$ cat src/common/fdc_regs_pkg.sv
// Offsets, field positions, reset values and tables of the floppy register set
package fdc_regs_pkg;

	// ****************************************************************
	// Register offsets
	// ****************************************************************
	localparam logic [2:0] OFF_PIN_STATUS_A  = 3'h0;
	localparam logic [2:0] OFF_PIN_STATUS_B  = 3'h1;
	localparam logic [2:0] OFF_OUTPUT_CTRL   = 3'h2;
	localparam logic [2:0] OFF_TAPE_ASSIGN   = 3'h3;
	localparam logic [2:0] OFF_MAIN_RATE     = 3'h4;
	localparam logic [2:0] OFF_CMD_DATA_FIFO = 3'h5;
	localparam logic [2:0] OFF_INPUT_CHECK   = 3'h7;

	// ****************************************************************
	// Output control fields
	// ****************************************************************
	localparam int         OC_SEL_LSB   = 0;
	localparam int         OC_RESET_N   = 2;
	localparam int         OC_DMA_EN    = 3;
	localparam int         OC_MOTOR_A   = 4;
	localparam int         OC_MOTOR_B   = 5;
	localparam logic [7:0] OC_RESET_VAL = 8'h00;

	// ****************************************************************
	// Rate, precompensation and rate-config fields
	// ****************************************************************
	localparam int         RP_SOFT_RESET = 7;
	localparam int         RP_POWER_DOWN = 6;
	localparam int         RP_SHIFT_LSB  = 2;
	localparam int         RC_NO_PRECOMP = 2;
	localparam logic [1:0] RATE_500K     = 2'h0;
	localparam logic [1:0] RATE_300K     = 2'h1;
	localparam logic [1:0] RATE_250K     = 2'h2;
	localparam logic [1:0] RATE_1M       = 2'h3;
	localparam logic [1:0] TAPE_RATE_2M  = 2'h2;
	localparam logic [1:0] RATE_RESET    = 2'h0;
	localparam logic [2:0] SHIFT_DEFAULT = 3'h0;
	localparam logic [2:0] SHIFT_OFF     = 3'h7;

	// Delays in units of 10 ps, indexed by shift_delay_code
	localparam logic [15:0] DELAY_NORMAL [0:7] = '{16'h0000, 16'd4167, 16'd8334, 16'd12500,
		16'd16667, 16'd20833, 16'd25000, 16'h0000};
	localparam logic [15:0] DELAY_TAPE [0:7] = '{16'h0000, 16'd2080, 16'd4117, 16'd6250,
		16'd8330, 16'd10420, 16'd12500, 16'h0000};
	localparam logic [15:0] DEFAULT_LOW_RATE = 16'd12500;
	localparam logic [15:0] DEFAULT_1M       = 16'd4167;
	localparam logic [15:0] DEFAULT_2M       = 16'd2080;

	// ****************************************************************
	// Status byte zero interrupt codes
	// ****************************************************************
	localparam logic [1:0] INT_CODE_INVALID  = 2'h2;
	localparam logic [1:0] INT_CODE_READY_CH = 2'h3;

	// ****************************************************************
	// Misc
	// ****************************************************************
	localparam logic [7:0] BYTE_ZERO    = 8'h00;
	localparam logic [7:0] BYTE_ONES    = 8'hFF;
	localparam int         SYNC_PINS    = 6;

	typedef enum logic [1:0] {
		MODE_AT,
		MODE_PRIMARY,
		MODE_SECONDARY
	} compat_mode_t;

endpackage

$ cat src/common/edge_track_if.sv
// Carrier between the status bank and one edge tracker
`timescale 1ns/10ps
interface edge_track_if;
	logic level;
	logic clr;
	logic toggle;
	logic flag;

	modport tracker (
		input  level,
		input  clr,
		output toggle,
		output flag
	);
	modport user (
		output level,
		output clr,
		input  toggle,
		input  flag
	);
endinterface

$ cat src/hw/edge_track.sv
// Rising edge toggle and sticky flag for one monitored signal
`timescale 1ns/10ps
module edge_track (
	input  wire logic         clk_sys,
	input  wire logic         rst_n,
	edge_track_if.tracker     trk
);
	logic prev_r;
	logic prev_nxt;
	logic toggle_r;
	logic toggle_nxt;
	logic flag_r;
	logic flag_nxt;

	always_comb begin
		prev_nxt   = trk.level;
		toggle_nxt = toggle_r;
		flag_nxt   = flag_r;
		if (trk.clr) begin
			flag_nxt = 1'b0;
		end
		// Set beats clear so an edge is never lost
		if (trk.level && !prev_r) begin
			toggle_nxt = ~toggle_r;
			flag_nxt   = 1'b1;
		end
	end

	always_ff @(posedge clk_sys or negedge rst_n) begin
		if (!rst_n) begin
			prev_r   <= 1'b0;
			toggle_r <= 1'b0;
			flag_r   <= 1'b0;
		end else begin
			prev_r   <= prev_nxt;
			toggle_r <= toggle_nxt;
			flag_r   <= flag_nxt;
		end
	end

	assign trk.toggle = toggle_r;
	assign trk.flag   = flag_r;
endmodule

$ cat src/hw/floppy_host_status_regs.sv
// Host register bank of the floppy controller
//
// Behaviour
// [RQ1] Pin status A reads at offset 0, pin status B at offset 1.
// [RQ2] Status A bit 7 returns the interrupt output level in both modes.
// [RQ3] Primary status A: bit5 step, bit4 track zero, bit3 side, bit2 index.
// [RQ4] Primary status A: bit1 low when protected, bit0 high for inward moves.
// [RQ5] Secondary status A: bit6 DMA request, bit5 inverse of latched step.
// [RQ6] Secondary status A bits 4..0 carry inverted polarities of primary.
// [RQ7] Primary status B: bit5 drive select bit 0, bits2..0 gate and motors.
// [RQ8] Primary status B bits 4 and 3 toggle on write and read data edges.
// [RQ9] Secondary status B: bits1,0 low when D/C selected; bits6,5 select pins.
// [RQ10] Secondary status B bits 4..2 are inverted latches of data and gate.
// [RQ11] Output control register clears fully while master reset is held.
// [RQ12] Tape select bits 1:0 pick no drive or drives 1 to 3.
// [RQ13] Three-mode tape register shows media ID and boot drive from config.
// [RQ14] Three-mode bits 5:4 show the drive-type pair of last selected drive.
// [RQ15] Effective rate follows whichever rate register was written last.
// [RQ16] Rate register bit 7 pulses software reset; bit 6 selects power-down.
// [RQ17] Shift code picks precompensation steps, halved at tape rate, 111 off.
// [RQ18] Default shift delay is 125, 41.67 or 20.8 ns by data rate.
// [RQ19] Rate code sets data rate and the low write current output.
// [RQ20] Tape 2M rate only for rate code 01 with tape rate code 10.
// [RQ21] Data FIFO starts disabled; only the configure command enables it.
// [RQ22] Status byte zero code is 10 for invalid, 11 for ready change.
// [RQ23] AT mode input check drives only bit 7, inverse of media change.
// [RQ24] Primary input check: bits 6..3 high, bits 2:1 current rate code.
// [RQ25] One mode input steers every mode-dependent status bit.
`timescale 1ns/10ps
module floppy_host_status_regs (
	input  wire logic        clk_sys,
	input  wire logic        rst_n,
	input  wire logic        bus_cs,
	input  wire logic        bus_rd,
	input  wire logic        bus_wr,
	input  wire logic [2:0]  bus_addr,
	input  wire logic [7:0]  bus_wdata,
	output logic      [7:0]  bus_rdata,
	output logic      [7:0]  bus_rdata_oe_n,
	input  wire logic [1:0]  compat_mode,
	input  wire logic        three_rate_enable,
	input  wire logic [3:0]  config_reg_eight,
	input  wire logic [7:0]  drive_type_config,
	input  wire logic [1:0]  tape_rate_code,
	input  wire logic        second_drive_flag,
	input  wire logic        irq_level,
	input  wire logic        dma_request_out,
	input  wire logic        step_out_n,
	input  wire logic        head_out_n,
	input  wire logic        dir_out,
	input  wire logic        write_gate_n,
	input  wire logic        write_serial_out,
	input  wire logic [7:0]  main_flow_status,
	input  wire logic [7:0]  fifo_rdata,
	input  wire logic        cfg_strobe,
	input  wire logic        cfg_fifo_enable,
	input  wire logic        cmd_invalid,
	input  wire logic        ready_changed,
	input  wire logic [1:0]  normal_int_code,
	input  wire logic        track_zero_in,
	input  wire logic        index_in,
	input  wire logic        write_protect_n,
	input  wire logic        read_data_in,
	input  wire logic        media_changed_in,
	output logic             motor_a_out_n,
	output logic             motor_b_out_n,
	output logic             select_a_out_n,
	output logic             select_b_out_n,
	output logic             drive_c_selected_n,
	output logic             drive_d_selected_n,
	output logic             ctrl_reset_n,
	output logic             dma_irq_enable,
	output logic             soft_reset_pulse,
	output logic             power_down,
	output logic      [1:0]  rate_code,
	output logic             low_write_current,
	output logic             tape_2m_rate,
	output logic      [15:0] precomp_delay,
	output logic             no_precomp,
	output logic      [1:0]  tape_select,
	output logic             fifo_enabled,
	output logic             fifo_wr_pulse,
	output logic             fifo_rd_pulse,
	output logic      [7:0]  fifo_wdata,
	output logic      [1:0]  st0_int_code
);

	// ****************************************************************
	// Pin synchronisers
	// ****************************************************************
	localparam int NP = fdc_regs_pkg::SYNC_PINS;
	logic [NP-1:0] pins_raw;
	logic [NP-1:0] sync1_r;
	logic [NP-1:0] sync2_r;
	logic          trk0_s;
	logic          index_s;
	logic          wp_n_s;
	logic          rdata_s;
	logic          media_changed_in_s;

	assign pins_raw = {1'b0, media_changed_in, read_data_in, write_protect_n, index_in,
		track_zero_in};

	always_ff @(posedge clk_sys or negedge rst_n) begin
		if (!rst_n) begin
			sync1_r <= '0;
			sync2_r <= '0;
		end else begin
			sync1_r <= pins_raw;
			sync2_r <= sync1_r;
		end
	end

	assign trk0_s   = sync2_r[0];
	assign index_s  = sync2_r[1];
	assign wp_n_s   = sync2_r[2];
	assign rdata_s  = sync2_r[3];
	assign media_changed_in_s = sync2_r[4];

	// ****************************************************************
	// Mode decode
	// ****************************************************************
	fdc_regs_pkg::compat_mode_t mode;
	logic is_secondary;
	logic is_at;

	// [RQ25] single mode source
	assign mode         = fdc_regs_pkg::compat_mode_t'(compat_mode);
	assign is_secondary = (mode == fdc_regs_pkg::MODE_SECONDARY);
	assign is_at        = (mode == fdc_regs_pkg::MODE_AT);

	// ****************************************************************
	// Write side registers
	// ****************************************************************
	logic [7:0] out_ctrl_r;
	logic [7:0] out_ctrl_nxt;
	logic [1:0] tape_sel_r;
	logic [1:0] tape_sel_nxt;
	logic [1:0] rate_r;
	logic [1:0] rate_nxt;
	logic [2:0] shift_r;
	logic [2:0] shift_nxt;
	logic       pdown_r;
	logic       pdown_nxt;
	logic       noprec_r;
	logic       noprec_nxt;
	logic       sreset_r;
	logic       sreset_nxt;
	logic       fifo_en_r;
	logic       fifo_en_nxt;
	logic       fwr_r;
	logic       fwr_nxt;
	logic [7:0] fwdata_r;
	logic [7:0] fwdata_nxt;
	logic       wr_hit;

	assign wr_hit = bus_cs && bus_wr;

	always_comb begin
		out_ctrl_nxt = out_ctrl_r;
		tape_sel_nxt = tape_sel_r;
		rate_nxt     = rate_r;
		shift_nxt    = shift_r;
		pdown_nxt    = pdown_r;
		noprec_nxt   = noprec_r;
		sreset_nxt   = 1'b0;
		fwr_nxt      = 1'b0;
		fwdata_nxt   = fwdata_r;
		fifo_en_nxt  = fifo_en_r;
		// [RQ21] only configure changes FIFO mode
		if (cfg_strobe) begin
			fifo_en_nxt = cfg_fifo_enable;
		end
		if (wr_hit) begin
			unique case (bus_addr)
				fdc_regs_pkg::OFF_OUTPUT_CTRL: begin
					out_ctrl_nxt = bus_wdata;
				end
				// [RQ12] tape drive number
				fdc_regs_pkg::OFF_TAPE_ASSIGN: begin
					tape_sel_nxt = bus_wdata[1:0];
				end
				// [RQ15] last writer sets rate
				fdc_regs_pkg::OFF_MAIN_RATE: begin
					rate_nxt   = bus_wdata[1:0];
					shift_nxt  = bus_wdata[fdc_regs_pkg::RP_SHIFT_LSB +: 3];
					// [RQ16] power-down and reset
					pdown_nxt  = bus_wdata[fdc_regs_pkg::RP_POWER_DOWN];
					sreset_nxt = bus_wdata[fdc_regs_pkg::RP_SOFT_RESET];
				end
				fdc_regs_pkg::OFF_CMD_DATA_FIFO: begin
					fwr_nxt    = 1'b1;
					fwdata_nxt = bus_wdata;
				end
				// [RQ15] rate config write
				fdc_regs_pkg::OFF_INPUT_CHECK: begin
					rate_nxt   = bus_wdata[1:0];
					noprec_nxt = bus_wdata[fdc_regs_pkg::RC_NO_PRECOMP];
				end
				default: begin
				end
			endcase
		end
	end

	always_ff @(posedge clk_sys or negedge rst_n) begin
		if (!rst_n) begin
			// [RQ11] master reset clears all bits
			out_ctrl_r <= fdc_regs_pkg::OC_RESET_VAL;
			tape_sel_r <= 2'h0;
			rate_r     <= fdc_regs_pkg::RATE_RESET;
			shift_r    <= fdc_regs_pkg::SHIFT_DEFAULT;
			pdown_r    <= 1'b0;
			noprec_r   <= 1'b0;
			sreset_r   <= 1'b0;
			fwr_r      <= 1'b0;
			fwdata_r   <= fdc_regs_pkg::BYTE_ZERO;
			// [RQ21] FIFO disabled after reset
			fifo_en_r  <= 1'b0;
		end else begin
			out_ctrl_r <= out_ctrl_nxt;
			tape_sel_r <= tape_sel_nxt;
			rate_r     <= rate_nxt;
			shift_r    <= shift_nxt;
			pdown_r    <= pdown_nxt;
			noprec_r   <= noprec_nxt;
			sreset_r   <= sreset_nxt;
			fwr_r      <= fwr_nxt;
			fwdata_r   <= fwdata_nxt;
			fifo_en_r  <= fifo_en_nxt;
		end
	end

	// ****************************************************************
	// Drive side decodes
	// ****************************************************************
	logic [1:0] dsel;
	logic       motor_a_on;
	logic       motor_b_on;

	assign dsel               = out_ctrl_r[fdc_regs_pkg::OC_SEL_LSB +: 2];
	assign motor_a_on         = out_ctrl_r[fdc_regs_pkg::OC_MOTOR_A];
	assign motor_b_on         = out_ctrl_r[fdc_regs_pkg::OC_MOTOR_B];
	assign motor_a_out_n      = ~motor_a_on;
	assign motor_b_out_n      = ~motor_b_on;
	assign select_a_out_n     = ~(dsel == 2'h0);
	assign select_b_out_n     = ~(dsel == 2'h1);
	assign drive_c_selected_n = ~(dsel == 2'h2);
	assign drive_d_selected_n = ~(dsel == 2'h3);
	assign ctrl_reset_n       = out_ctrl_r[fdc_regs_pkg::OC_RESET_N];
	assign dma_irq_enable     = out_ctrl_r[fdc_regs_pkg::OC_DMA_EN];
	assign soft_reset_pulse   = sreset_r;
	assign power_down         = pdown_r;
	assign tape_select        = tape_sel_r;
	assign no_precomp         = noprec_r;
	assign fifo_enabled       = fifo_en_r;
	assign fifo_wr_pulse      = fwr_r;
	assign fifo_wdata         = fwdata_r;

	// ****************************************************************
	// Rate and precompensation
	// ****************************************************************
	logic        tape_2m;
	logic        lwc_r;
	logic        lwc_nxt;
	logic        t2m_r;
	logic        t2m_nxt;
	logic [15:0] delay_r;
	logic [15:0] delay_nxt;
	logic [15:0] default_delay;

	// [RQ20] tape rate needs both codes
	assign tape_2m = (rate_r == fdc_regs_pkg::RATE_300K) &&
		(tape_rate_code == fdc_regs_pkg::TAPE_RATE_2M);

	always_comb begin
		// [RQ19] low write current per rate
		lwc_nxt = (rate_r == fdc_regs_pkg::RATE_500K) || (rate_r == fdc_regs_pkg::RATE_1M);
		t2m_nxt = tape_2m;
		// [RQ18] default delay by rate
		if (tape_2m) begin
			default_delay = fdc_regs_pkg::DEFAULT_2M;
		end else if (rate_r == fdc_regs_pkg::RATE_1M) begin
			default_delay = fdc_regs_pkg::DEFAULT_1M;
		end else begin
			default_delay = fdc_regs_pkg::DEFAULT_LOW_RATE;
		end
		// [RQ17] step table, halved for tape
		if (shift_r == fdc_regs_pkg::SHIFT_DEFAULT) begin
			delay_nxt = default_delay;
		end else if (tape_2m) begin
			delay_nxt = fdc_regs_pkg::DELAY_TAPE[shift_r];
		end else begin
			delay_nxt = fdc_regs_pkg::DELAY_NORMAL[shift_r];
		end
	end

	always_ff @(posedge clk_sys or negedge rst_n) begin
		if (!rst_n) begin
			lwc_r   <= 1'b1;
			t2m_r   <= 1'b0;
			delay_r <= fdc_regs_pkg::DEFAULT_LOW_RATE;
		end else begin
			lwc_r   <= lwc_nxt;
			t2m_r   <= t2m_nxt;
			delay_r <= delay_nxt;
		end
	end

	assign rate_code         = rate_r;
	assign low_write_current = lwc_r;
	assign tape_2m_rate      = t2m_r;
	assign precomp_delay     = delay_r;

	// ****************************************************************
	// Edge trackers
	// ****************************************************************
	// Latches are emptied while the controller reset bit holds it in reset, except in a cycle where a rising edge sets them
	edge_track_if wd_if ();
	edge_track_if rd_if ();
	edge_track_if we_if ();
	edge_track_if st_if ();

	assign wd_if.level = write_serial_out;
	assign rd_if.level = rdata_s;
	assign we_if.level = ~write_gate_n;
	assign st_if.level = ~step_out_n;
	assign wd_if.clr   = ~ctrl_reset_n;
	assign rd_if.clr   = ~ctrl_reset_n;
	assign we_if.clr   = ~ctrl_reset_n;
	assign st_if.clr   = ~ctrl_reset_n;

	edge_track u_wd (.clk_sys(clk_sys), .rst_n(rst_n), .trk(wd_if));
	edge_track u_rd (.clk_sys(clk_sys), .rst_n(rst_n), .trk(rd_if));
	edge_track u_we (.clk_sys(clk_sys), .rst_n(rst_n), .trk(we_if));
	edge_track u_st (.clk_sys(clk_sys), .rst_n(rst_n), .trk(st_if));

	// ****************************************************************
	// Status bytes
	// ****************************************************************
	logic [7:0] stat_a;
	logic [7:0] stat_b;
	logic [7:0] tape_rd;
	logic [7:0] check_rd;

	always_comb begin
		// [RQ2] interrupt level
		stat_a[7] = irq_level;
		if (is_secondary) begin
			// [RQ5] DMA request and step latch
			stat_a[6] = dma_request_out;
			stat_a[5] = ~st_if.flag;
			// [RQ6] inverted polarities
			stat_a[4] = ~trk0_s;
			stat_a[3] = head_out_n;
			stat_a[2] = ~index_s;
			stat_a[1] = ~wp_n_s;
			stat_a[0] = ~dir_out;
			stat_b[7] = second_drive_flag;
			// [RQ9] select pins
			stat_b[6] = select_b_out_n;
			stat_b[5] = select_a_out_n;
			// [RQ10] inverted latches
			stat_b[4] = ~wd_if.flag;
			stat_b[3] = ~rd_if.flag;
			stat_b[2] = ~we_if.flag;
			// [RQ9] drive D and C
			stat_b[1] = drive_d_selected_n;
			stat_b[0] = drive_c_selected_n;
		end else begin
			stat_a[6] = second_drive_flag;
			// [RQ3] step, track, side, index
			stat_a[5] = ~step_out_n;
			stat_a[4] = trk0_s;
			stat_a[3] = ~head_out_n;
			stat_a[2] = index_s;
			// [RQ4] protect and direction
			stat_a[1] = wp_n_s;
			stat_a[0] = dir_out;
			stat_b[7] = 1'b1;
			stat_b[6] = 1'b1;
			// [RQ7] select bit and outputs
			stat_b[5] = dsel[0];
			// [RQ8] data edge toggles
			stat_b[4] = wd_if.toggle;
			stat_b[3] = rd_if.toggle;
			// [RQ7] gate and motors
			stat_b[2] = ~write_gate_n;
			stat_b[1] = motor_b_on;
			stat_b[0] = motor_a_on;
		end
		tape_rd = {6'h00, tape_sel_r};
		if (three_rate_enable) begin
			// [RQ13] media ID and boot drive
			tape_rd[7:6] = config_reg_eight[3:2];
			tape_rd[3:2] = config_reg_eight[1:0];
			// [RQ14] pair of last selected drive
			tape_rd[5:4] = drive_type_config[{dsel, 1'b0} +: 2];
		end
		if (is_secondary) begin
			check_rd = {media_changed_in_s, 3'h7, dma_irq_enable, noprec_r, rate_r};
		end else begin
			// [RQ24] ones and rate code
			check_rd = {~media_changed_in_s, 4'hF, rate_r,
				~((rate_r == fdc_regs_pkg::RATE_500K) || (rate_r == fdc_regs_pkg::RATE_1M))};
		end
	end

	// ****************************************************************
	// Read port
	// ****************************************************************
	logic [7:0] rdata_r;
	logic [7:0] rdata_nxt;
	logic [7:0] oe_n_r;
	logic [7:0] oe_n_nxt;
	logic       frd_r;
	logic       frd_nxt;
	logic [1:0] st0_r;
	logic [1:0] st0_nxt;

	always_comb begin
		rdata_nxt = fdc_regs_pkg::BYTE_ZERO;
		oe_n_nxt  = fdc_regs_pkg::BYTE_ONES;
		frd_nxt   = 1'b0;
		// [RQ22] interrupt code priority
		if (cmd_invalid) begin
			st0_nxt = fdc_regs_pkg::INT_CODE_INVALID;
		end else if (ready_changed) begin
			st0_nxt = fdc_regs_pkg::INT_CODE_READY_CH;
		end else begin
			st0_nxt = normal_int_code;
		end
		if (bus_cs && bus_rd) begin
			oe_n_nxt = fdc_regs_pkg::BYTE_ZERO;
			unique case (bus_addr)
				// [RQ1] status A and B offsets
				fdc_regs_pkg::OFF_PIN_STATUS_A:  rdata_nxt = stat_a;
				fdc_regs_pkg::OFF_PIN_STATUS_B:  rdata_nxt = stat_b;
				fdc_regs_pkg::OFF_TAPE_ASSIGN:   rdata_nxt = tape_rd;
				fdc_regs_pkg::OFF_MAIN_RATE:     rdata_nxt = main_flow_status;
				fdc_regs_pkg::OFF_CMD_DATA_FIFO: begin
					rdata_nxt = fifo_rdata;
					frd_nxt   = 1'b1;
				end
				fdc_regs_pkg::OFF_INPUT_CHECK: begin
					rdata_nxt = check_rd;
					// [RQ23] AT mode drives bit 7 only
					if (is_at) begin
						rdata_nxt = {~media_changed_in_s, 7'h00};
						oe_n_nxt  = 8'h7F;
					end
				end
				// Write-only and unmapped offsets leave the bus floating
				default: oe_n_nxt = fdc_regs_pkg::BYTE_ONES;
			endcase
		end
	end

	always_ff @(posedge clk_sys or negedge rst_n) begin
		if (!rst_n) begin
			rdata_r <= fdc_regs_pkg::BYTE_ZERO;
			oe_n_r  <= fdc_regs_pkg::BYTE_ONES;
			frd_r   <= 1'b0;
			st0_r   <= 2'h0;
		end else begin
			rdata_r <= rdata_nxt;
			oe_n_r  <= oe_n_nxt;
			frd_r   <= frd_nxt;
			st0_r   <= st0_nxt;
		end
	end

	assign bus_rdata      = rdata_r;
	assign bus_rdata_oe_n = oe_n_r;
	assign fifo_rd_pulse  = frd_r;
	assign st0_int_code   = st0_r;
endmodule

$ cat config.mk
export PLATFORM = sky130hd
export DESIGN_NAME = floppy_host_status_regs
export DESIGN_NICKNAME = d
export VERILOG_FILES = /design/src/common/fdc_regs_pkg.sv /design/src/common/edge_track_if.sv /design/src/hw/edge_track.sv /design/src/hw/floppy_host_status_regs.sv
export SDC_FILE = /design/constraint.sdc
export NUM_CORES = 1
export LEC_CHECK = 0
export ABC_AREA = 1
export BUFFER_PORTS_ARGS = -buffer_cell sky130_fd_sc_hd__clkbuf_2
export CAP_MARGIN = 10
export CORE_MARGIN = 3
export CORE_UTILIZATION = 50
export DETAILED_ROUTE_END_ITERATION = 16
export PLACE_DENSITY = 0.8
export SKIP_CTS_REPAIR_TIMING = 1
export SLEW_MARGIN = 20
export SYNTH_ARGS = -nofsm -noshare
export SYNTH_HDL_FRONTEND = slang
export SYNTH_SLANG_ARGS = --single-unit
$ cat constraint.sdc
create_clock -name clk_sys -period 2.03 [get_ports clk_sys]
set_clock_uncertainty 0.1 [all_clocks]
set_input_delay 0.203 -clock clk_sys [delete_from_list [all_inputs] [get_ports clk_sys]]
set_output_delay 0.203 -clock clk_sys [all_outputs]
set_load 0.05 [all_outputs]
# == Word-level counts from Yosys, hierarchy flattened ==
# Memory sizes are Yosys's and may differ from the RTL's.
# Cells that the tools add are included.
# word_totals
ff_bits,83
romBits,256
n_memories,2
# memory_table
name,depth,width,rd,rd_clocked_by_memory_dff,write_ports,line_no,source
(no name shown),8,16,1,0,0,floppy_host_status_regs.sv:294,delay_nxt = fdc_regs_pkg::DELAY_NORMAL[shift_r];
(no name shown),8,16,1,0,0,floppy_host_status_regs.sv:292,delay_nxt = fdc_regs_pkg::DELAY_TAPE[shift_r];
# classes
magnitude_cmp,1
n_eq_ne,17
shifts,1
n_mux,30
n_bitwise,22
n_reduce_logical,25
# op_table
cell,n
$mux 16,6
$pmux 8 s6,1
$mux 8,5
$mux 14,2
$not 1->1,21
$pmux 8 s2,1
$mux 7,2
$reduce_and 2->1,6
$eq 2x2->1 const B,5
$mux 1,10
$eq 3x3->1 const B,3
$ne 2x1->1 const B,4
$shiftx 8x4->2,1
$logic_and 1x1->1,7
$eq 3x2->1 const B,2
$logic_not 2->1,3
$logic_not 3->1,2
$mux 6,1
$reduce_or 5->1,1
$eq 2x1->1 const B,2
$ge 4x4->1 const B,1
$logic_not 1->1,4
$mux 2,2
$not 3->4,1
3 further kinds,3

# == Depth between registers and ports, before layout ==
# Gate-level depths: netlist of run 1.
# logic_depth
word_depth,7
depth_mapped,9
mapped_depth_nobuf,9

# == By module ==
# From an unflattened synthesis of run 1, not the netlist that was laid out.
# unflattened
hier_cells,437
area_unflattened_um2,3714.8
# modules_own_cells
mod,n_inst,cells_per_inst,area_per_inst_um2,seq_area_each_um2
floppy_host_status_regs,1,393,3284.4,1561.5
edge_track,4,11,107.6,75.1

# == Worst setup path before layout of run 1 ==
# No wires, ideal clock.
# synth_path
path_kind,register -> register
from,register rate_r[0] (netlist: rate_code[0])
to,register delay_r[3] (netlist: precomp_delay[3])
setup_time_ns,0.077
arrival_ns,1.631
required_time_ns,1.853
setup_slack_ns,0.222
path_stages_with_launch,7
synth_period_minus_slack_ns,1.808
path_cell_list,dfrtp_1 > ha_1 > nand2_1 > nor2_4 > inv_1 > or2_2 > a21oi_1
# synth_between
elab_chain_cells,4
# synth_rtl
element,line_no,source
from (decl),floppy_host_status_regs.sv:139,logic [1:0] rate_r;
from (signal assigned),floppy_host_status_regs.sv:211,rate_r <= fdc_regs_pkg::RATE_RESET;
from (signal assigned),floppy_host_status_regs.sv:223,rate_r <= rate_nxt;
$eq 2x1->1 (*),floppy_host_status_regs.sv:273,assign tape_2m = (rate_r == fdc_regs_pkg::RATE_300K) &&
$logic_and 1x1->1 (*),floppy_host_status_regs.sv:273,
named net t2m_nxt,floppy_host_status_regs.sv:267,logic t2m_nxt;
$mux 16 or $mux 14 (tied branches),"floppy_host_status_regs.sv:291, floppy_host_status_regs.sv:281",
$mux 16 (*),floppy_host_status_regs.sv:289,if (shift_r == fdc_regs_pkg::SHIFT_DEFAULT) begin
named net delay_nxt[3],floppy_host_status_regs.sv:269,logic [15:0] delay_nxt;
to (signal assigned),floppy_host_status_regs.sv:302,delay_r <= fdc_regs_pkg::DEFAULT_LOW_RATE;
to (signal assigned),floppy_host_status_regs.sv:306,delay_r <= delay_nxt;
to (decl),floppy_host_status_regs.sv:268,logic [15:0] delay_r;
# The timed path passes the listed nets; every way through them passes the cells marked *.
# A chain may end at the register's enable or synchronous reset.

# == Worst setup path in the final report of run 1 ==
# layout_path
from,register out_ctrl_r[1]
to,output port drive_c_selected_n
# layout_between
elab_chain_cells,2
# layout_rtl
element,line_no,source
from (decl),floppy_host_status_regs.sv:135,logic [7:0] out_ctrl_r;
from (signal assigned),floppy_host_status_regs.sv:209,out_ctrl_r <= fdc_regs_pkg::OC_RESET_VAL;
from (signal assigned),floppy_host_status_regs.sv:221,out_ctrl_r <= out_ctrl_nxt;
$eq 2x2->1,floppy_host_status_regs.sv:248,assign drive_c_selected_n = ~(dsel == 2'h2);
$not 1->1,floppy_host_status_regs.sv:248,
to (decl),floppy_host_status_regs.sv:69,"output logic drive_c_selected_n,"
# No other way between the ends.

==> results of run 1 <==
[where the power goes]
part | leakage (uW) | switching (uW) | internal, uW
logic | 0.00154 | 1360 | 441
registers | 0.000877 | 145 | 1710
clock network | 0.0000968 | 553 | 575
[critical path: stages (launching register included)]
cell and delay [ps]:
dfrtp_1 380, inv_1 120, nor2_1 240, inv_1 60, clkbuf_2 240
[flip-flops by register name (all words and copies together), names as in the netlist, 2 cells and up]
register / count
precomp_delay: 11
bus_rdata: 8
fifo_wdata: 8
out_ctrl_r: 6
sync1_r: 5
sync2_r: 5
shift_r: 3
bus_rdata_oe_n: 2
rate_code: 2
st0_int_code: 2
tape_select: 2
[cells in the final DEF, fill, tap and decap left out, drive strengths merged]
cell | synthesis | layout
clkbuf | 0 | 135
nand2 | 124 | 124
dfrtp | 64 | 64
inv | 53 | 54
nor2 | 48 | 48
nand3 | 30 | 30
o21ai | 27 | 27
a21oi | 18 | 18
dlygate4sd3 | 0 | 17
ha | 8 | 8
dfstp | 8 | 8
o211ai | 8 | 8
nand4 | 6 | 6
buf | 18 | 4
conb | 1 | 3
clkinv | 0 | 3
or2 | 2 | 2
xor2 | 2 | 2
nor3 | 1 | 1
and2 | 1 | 1
or3 | 1 | 1
mux2 | 1 | 1
clkinvlp | 0 | 1
bufinv | 0 | 1
[final cells by class]
type,count,area [sq um]
fillers,599,2270
well taps,96,120
clock buffers,10,128
inverters,53,201
multi-input cells,280,1440
flip-flops and latches,72,1810
repair buffers,146,838
clock inverters,6,68.8
[metrics by stage]
| stage | util [%] | area, sq um |
|---|---|---|
| 2_1_floorplan | - | 3600 |
| 3_3_place_gp | 61.7 | 4240 |
| 3_5_place_dp | 61.7 | 4240 |
| 4_1_cts | 64.5 | 4430 |
| 5_1_grt | 67.0 | 4600 |
| 6_report | 67.0 | 4600 |
[cells by family after synthesis]
| group | synth area share [%] |
|---|---|
| compound gates | 8.22 |
| simple gates | 27.8 |
| xor+xnor | 0.488 |
| mux | 0.313 |
| buf+inv | 9.85 |
| other cells | 0.104 |
| fa+ha+maj | 2.79 |
| flops | 50.4 |
[path summary, 6_finish.rpt]
kind                                         start                 end  slack [ps]  cells past startpoint
worst max register to register        rate_code[1]    precomp_delay[0]         360                      8
worst min-delay path            normal_int_code[0]     st0_int_code[0]          -2                      3
worst max-delay path                 out_ctrl_r[1]  drive_c_selected_n         350                      4
worst min register to register          sync1_r[0]          sync2_r[0]         250                      0
min in group asynchronous                    rst_n        bus_rdata[2]         270                      2
max in group asynchronous                    rst_n   low_write_current         940                      3
[metal layers]
metal | track usage [%] | wire, um | vias up
li1 | - | - | 1596
met4 | 7.79 | 148 | 0
met2 | 34.9 | 4220 | 113
met5 | 0 | 0 | -
met3 | 4.50 | 527 | 15
met1 | 29.3 | 3860 | 1536
==> impl_metrics.env, run 1 <==
export IMPL_synth_commonest_cells="115 x nand2_1, 64 x dfrtp_1, 50 x inv_1"
export IMPL_nNetsFinal=638
export IMPL_holdWs_ps=-2.45
export IMPL_grt_use_total_pct=21.8
export IMPL_numCtsBuffers=9
export IMPL_synthTopCellsByArea="dfrtp_1 45%, nand2_1 12%, dfstp_2 5.8%, inv_1 5.2%, nand3_1 4.0%"
export IMPL_drc=0
export IMPL_fin_ws_ps=352
export IMPL_start_util_pct=52.3
export IMPL_htree_levels=3
export IMPL_grt_pass1_wl_um=14400
export IMPL_port_buffers=126
export IMPL_grt_pass1_vias=3037
export IMPL_yosys_cell_count_top_type="nand2_1"
export IMPL_ys_warnings_count=0
export IMPL_async_reset_ff_share_pct=100
export IMPL_cap_violations=0
export IMPL_drtIter0Drc=155
export IMPL_postRouteAntennaNets=0
export IMPL_cts_root_buf="clkbuf_8"
export IMPL_arrival_ps=1380
export IMPL_stdcell_count=663
export IMPL_cp_max_fo=7
export IMPL_grt_overflow=0
export IMPL_drt_pre_antenna_iters=5
export IMPL_place_inst=630
export IMPL_hold_viol=1
export IMPL_num_antenna_cells=0
export IMPL_clk_latency_ps=340
export IMPL_layout_drive_gt1_share_pct=31.7
export IMPL_num_vias=3260
export IMPL_synth_top_area_share_pct=44.6
export IMPL_violations="hold timing"
export IMPL_setup_viol=0
export IMPL_grt_max_degree=38
export IMPL_power_density_mw_per_mm2=1040
export IMPL_synth_edff_count=0
export IMPL_post_route_period_util_pct=82.7
export IMPL_preCtsSetupSlack_ps=382
export IMPL_dieHeight_um=90.8
export IMPL_dieArea_sq_mm=0.00824
export IMPL_rows=30
export IMPL_critical_path_class="reg -> out"
export IMPL_rsz0062_at_grt="no"
export IMPL_final_max_slew_viol_count=0
export IMPL_ys_seq_area_share_pct=50.4
export IMPL_ys_ff_latch=72
export IMPL_boundaryPins=130
export IMPL_cts_sinks=72
export IMPL_synth_cells=421
export IMPL_cp_start_kind="flip-flop"
export IMPL_via_per_inst=4.92
export IMPL_area_delta_synth_final_pct=28.1
export IMPL_cts_tree="built"
export IMPL_core_sq_mm=0.00687
export IMPL_ys_types=33
export IMPL_gp_congestion=0.974
export IMPL_max_freq_mhz=596
export IMPL_outcome="complete, but fails checks"
export IMPL_antenna_found_initial=0
export IMPL_worst_setup_path_end_kind="output pin"
export IMPL_die_w_um=90.8
export IMPL_required_ps=1730
export IMPL_ys_flop_type="dfrtp_1"
export IMPL_vdd_drop_max_uv=616
export IMPL_synth_area_sq_mm=0.00359
export IMPL_clkTransAtPathRegs_ps=80
export IMPL_fin_setup_tns_ps=0
export IMPL_p_total_uw=4790
export IMPL_wire_per_inst_um=13.2
export IMPL_leakagePower_uw=0.00251
export IMPL_yosysTopAreaCell="dfrtp_1"
export IMPL_finalWirelength_um=8760
export IMPL_min_period_ps=1680
export IMPL_hold_class="in -> reg"
export IMPL_hpwl_um=6680
export IMPL_synth_avg_cell_area_sq_um=8.54
export IMPL_clockBufferDepth=2
(Power assumes the default switching activity.)
==> run 2, diff against run 1 <==
--- a/config.mk
+++ b/config.mk
@@ -9,9 +9,9 @@
 export BUFFER_PORTS_ARGS = -buffer_cell sky130_fd_sc_hd__clkbuf_2
 export CAP_MARGIN = 10
 export CORE_MARGIN = 3
-export CORE_UTILIZATION = 50
+export CORE_UTILIZATION = 45
 export DETAILED_ROUTE_END_ITERATION = 16
-export PLACE_DENSITY = 0.8
+export PLACE_DENSITY = 0.76
 export SKIP_CTS_REPAIR_TIMING = 1
 export SLEW_MARGIN = 20
 export SYNTH_ARGS = -nofsm -noshare
==> constraint.sdc (replaced) <==
create_clock -name clk_sys -period 1.41 [get_ports clk_sys]
set_clock_uncertainty 0.1 [all_clocks]
set_input_delay 0.141 -clock clk_sys [delete_from_list [all_inputs] [get_ports clk_sys]]
set_output_delay 0.141 -clock clk_sys [all_outputs]
set_load 0.05 [all_outputs]
==> impl_metrics.env, run 2 (same netlist as run 1, synthesis figures left out) <==
export IMPL_layout_commonest_cell="nand2_1"
export IMPL_start_util_pct=48.0
export IMPL_final_max_slew_viol_count=0
export IMPL_dieArea_sq_mm=0.00909
export IMPL_place_inst=655
export IMPL_hold_end="rate_code[0]"
export IMPL_min_period_ps=1430
export IMPL_dieHeight_um=95.4
export IMPL_gp_congestion=0.913
export IMPL_hpwl_um=7250
export IMPL_worst_setup_path_end_kind="output pin"
export IMPL_drc=0
export IMPL_cts_sinks=72
export IMPL_grt_max_degree=35
export IMPL_rsz0062_at_grt="yes"
export IMPL_power_density_mw_per_mm2=1490
export IMPL_rr_endpoint="precomp_delay[0]"
export IMPL_cts_root_buf="clkbuf_8"
export IMPL_leakagePower_uw=0.00273
export IMPL_clockBufferDepth=2
export IMPL_clk_latency_ps=340
export IMPL_final_cell_mix="107 x nand2_1, 106 x clkbuf_2, 61 x dfrtp_1"
export IMPL_wire_per_inst_um=14.2
export IMPL_htree_levels=3
export IMPL_antenna_found_initial=0
export IMPL_finalWirelength_um=9930
export IMPL_cts_tree="built"
export IMPL_grt_pass1_wl_um=14500
export IMPL_num_vias=3366
export IMPL_die_w_um=95.4
export IMPL_worstHoldStart="bus_wdata[0]"
export IMPL_grt_overflow=0
export IMPL_postRouteAntennaNets=0
export IMPL_core_sq_mm=0.00749
export IMPL_path_cells="nor2_4 -> inv_2 -> buf_6"
export IMPL_r2r_slack_ps=-20
export IMPL_drt_pre_antenna_iters=4
export IMPL_grt_pass1_vias=3062
export IMPL_critical_path_class="reg -> out"
export IMPL_cpPeakStageDelay_ps=490
export IMPL_hold_viol=0
export IMPL_post_route_period_util_pct=102
export IMPL_cp_start_kind="flip-flop"
export IMPL_cap_violations=0
export IMPL_r2r_start="rate_code[1]"
export IMPL_numCtsBuffers=9
export IMPL_vdd_drop_max_uv=766
export IMPL_largest_reg_flops=11
export IMPL_nFillCells=630
export IMPL_setup_viol=8
export IMPL_clkTransAtPathRegs_ps=70
export IMPL_preCtsSetupSlack_ps=-110
export IMPL_stdcell_count=701
export IMPL_boundaryPins=130
export IMPL_grt_use_total_pct=21.1
export IMPL_num_antenna_cells=0
export IMPL_required_ps=1170
export IMPL_drtIter0Drc=149
export IMPL_cp_max_fo=6
export IMPL_layout_drive_gt1_share_pct=40.4
export IMPL_holdWs_ps=27.7
export IMPL_min_path_cells=3
export IMPL_arrival_ps=1190
export IMPL_outcome="complete, but fails checks"
export IMPL_cp_startpoint="out_ctrl_r[0]"
export IMPL_nNetsFinal=674
export IMPL_rows=31
export IMPL_hold_class="in -> reg"
export IMPL_port_buffers=126
export IMPL_ff2ff_path_depth=8
export IMPL_violations="setup timing"
export IMPL_cpMaxStageDelayCell="dfrtp_2"
export IMPL_via_per_inst=4.80
export IMPL_fin_ws_ps=-22.8
export IMPL_area_delta_synth_final_pct=41.3
export IMPL_max_freq_mhz=698
-- run 2: cell count changes in the layout (fill, tap and decap cells not counted), sizes merged --
| cell | delta |
|---|---|
| inv | -1 |
| clkinv | -1 |
| dlygate4sd3 | +4 |
| clkbuf | -18 |
| bufinv | +1 |
| buf | +50 |
-- run 2: worst max path at each step --
stage                               endpoint
final                     drive_c_selected_n
after global routing        precomp_delay[4]
after CTS                 drive_c_selected_n
after detailed placement    precomp_delay[0]
after global placement      precomp_delay[4]
after floorplan             precomp_delay[3]
-- run 2: critical path: cells and delay by family (launching register included) --
kind          cells  cell delay, ps
flops             1             490
buf+inv           2             210
simple gates      1             150
-- run 2: layout make-up --
| cell class | instances | area (sq um) | area share [%] |
|---|---|---|---|
| sequential | 72 | 1820 | 35.8 |
| tap | 99 | 124 | 2.44 |
| multi-input combinational | 280 | 1530 | 30.2 |
| inverter | 53 | 209 | 4.12 |
| clock inverter | 5 | 81.3 | 1.60 |
| clock buffer | 10 | 138 | 2.71 |
| timing repair buffer | 182 | 1180 | 23.2 |
-- run 2: layer usage --
metal | routed length (um) | track usage, % | share of wire [%]
met5 | 0 | 0 | 0
met4 | 123 | 7.57 | 1.2
met3 | 604 | 5.37 | 6.1
met2 | 5150 | 35.0 | 52
met1 | 4050 | 26.6 | 41
-- run 2: power by group --
group | internal (uW) | switching (uW)
clock | 1030 | 775
sequential | 2470 | 186
combinational | 949 | 2160
-- run 2: metrics by stage --
| step | utilization, % | total power (uW) | setup TNS (ps) | instance area (sq um) |
|---|---|---|---|---|
| final | 67.8 | 7580 | -108 | 5080 |
| after detailed placement | 59.3 | 5460 | -457 | 4440 |
| after floorplan | - | 4690 | -932 | 3640 |
| after CTS | 62.3 | 7290 | -1640 | 4660 |
| after global routing | 67.8 | 7970 | -930 | 5080 |
| after global placement | 59.3 | 5400 | -15.4 | 4440 |
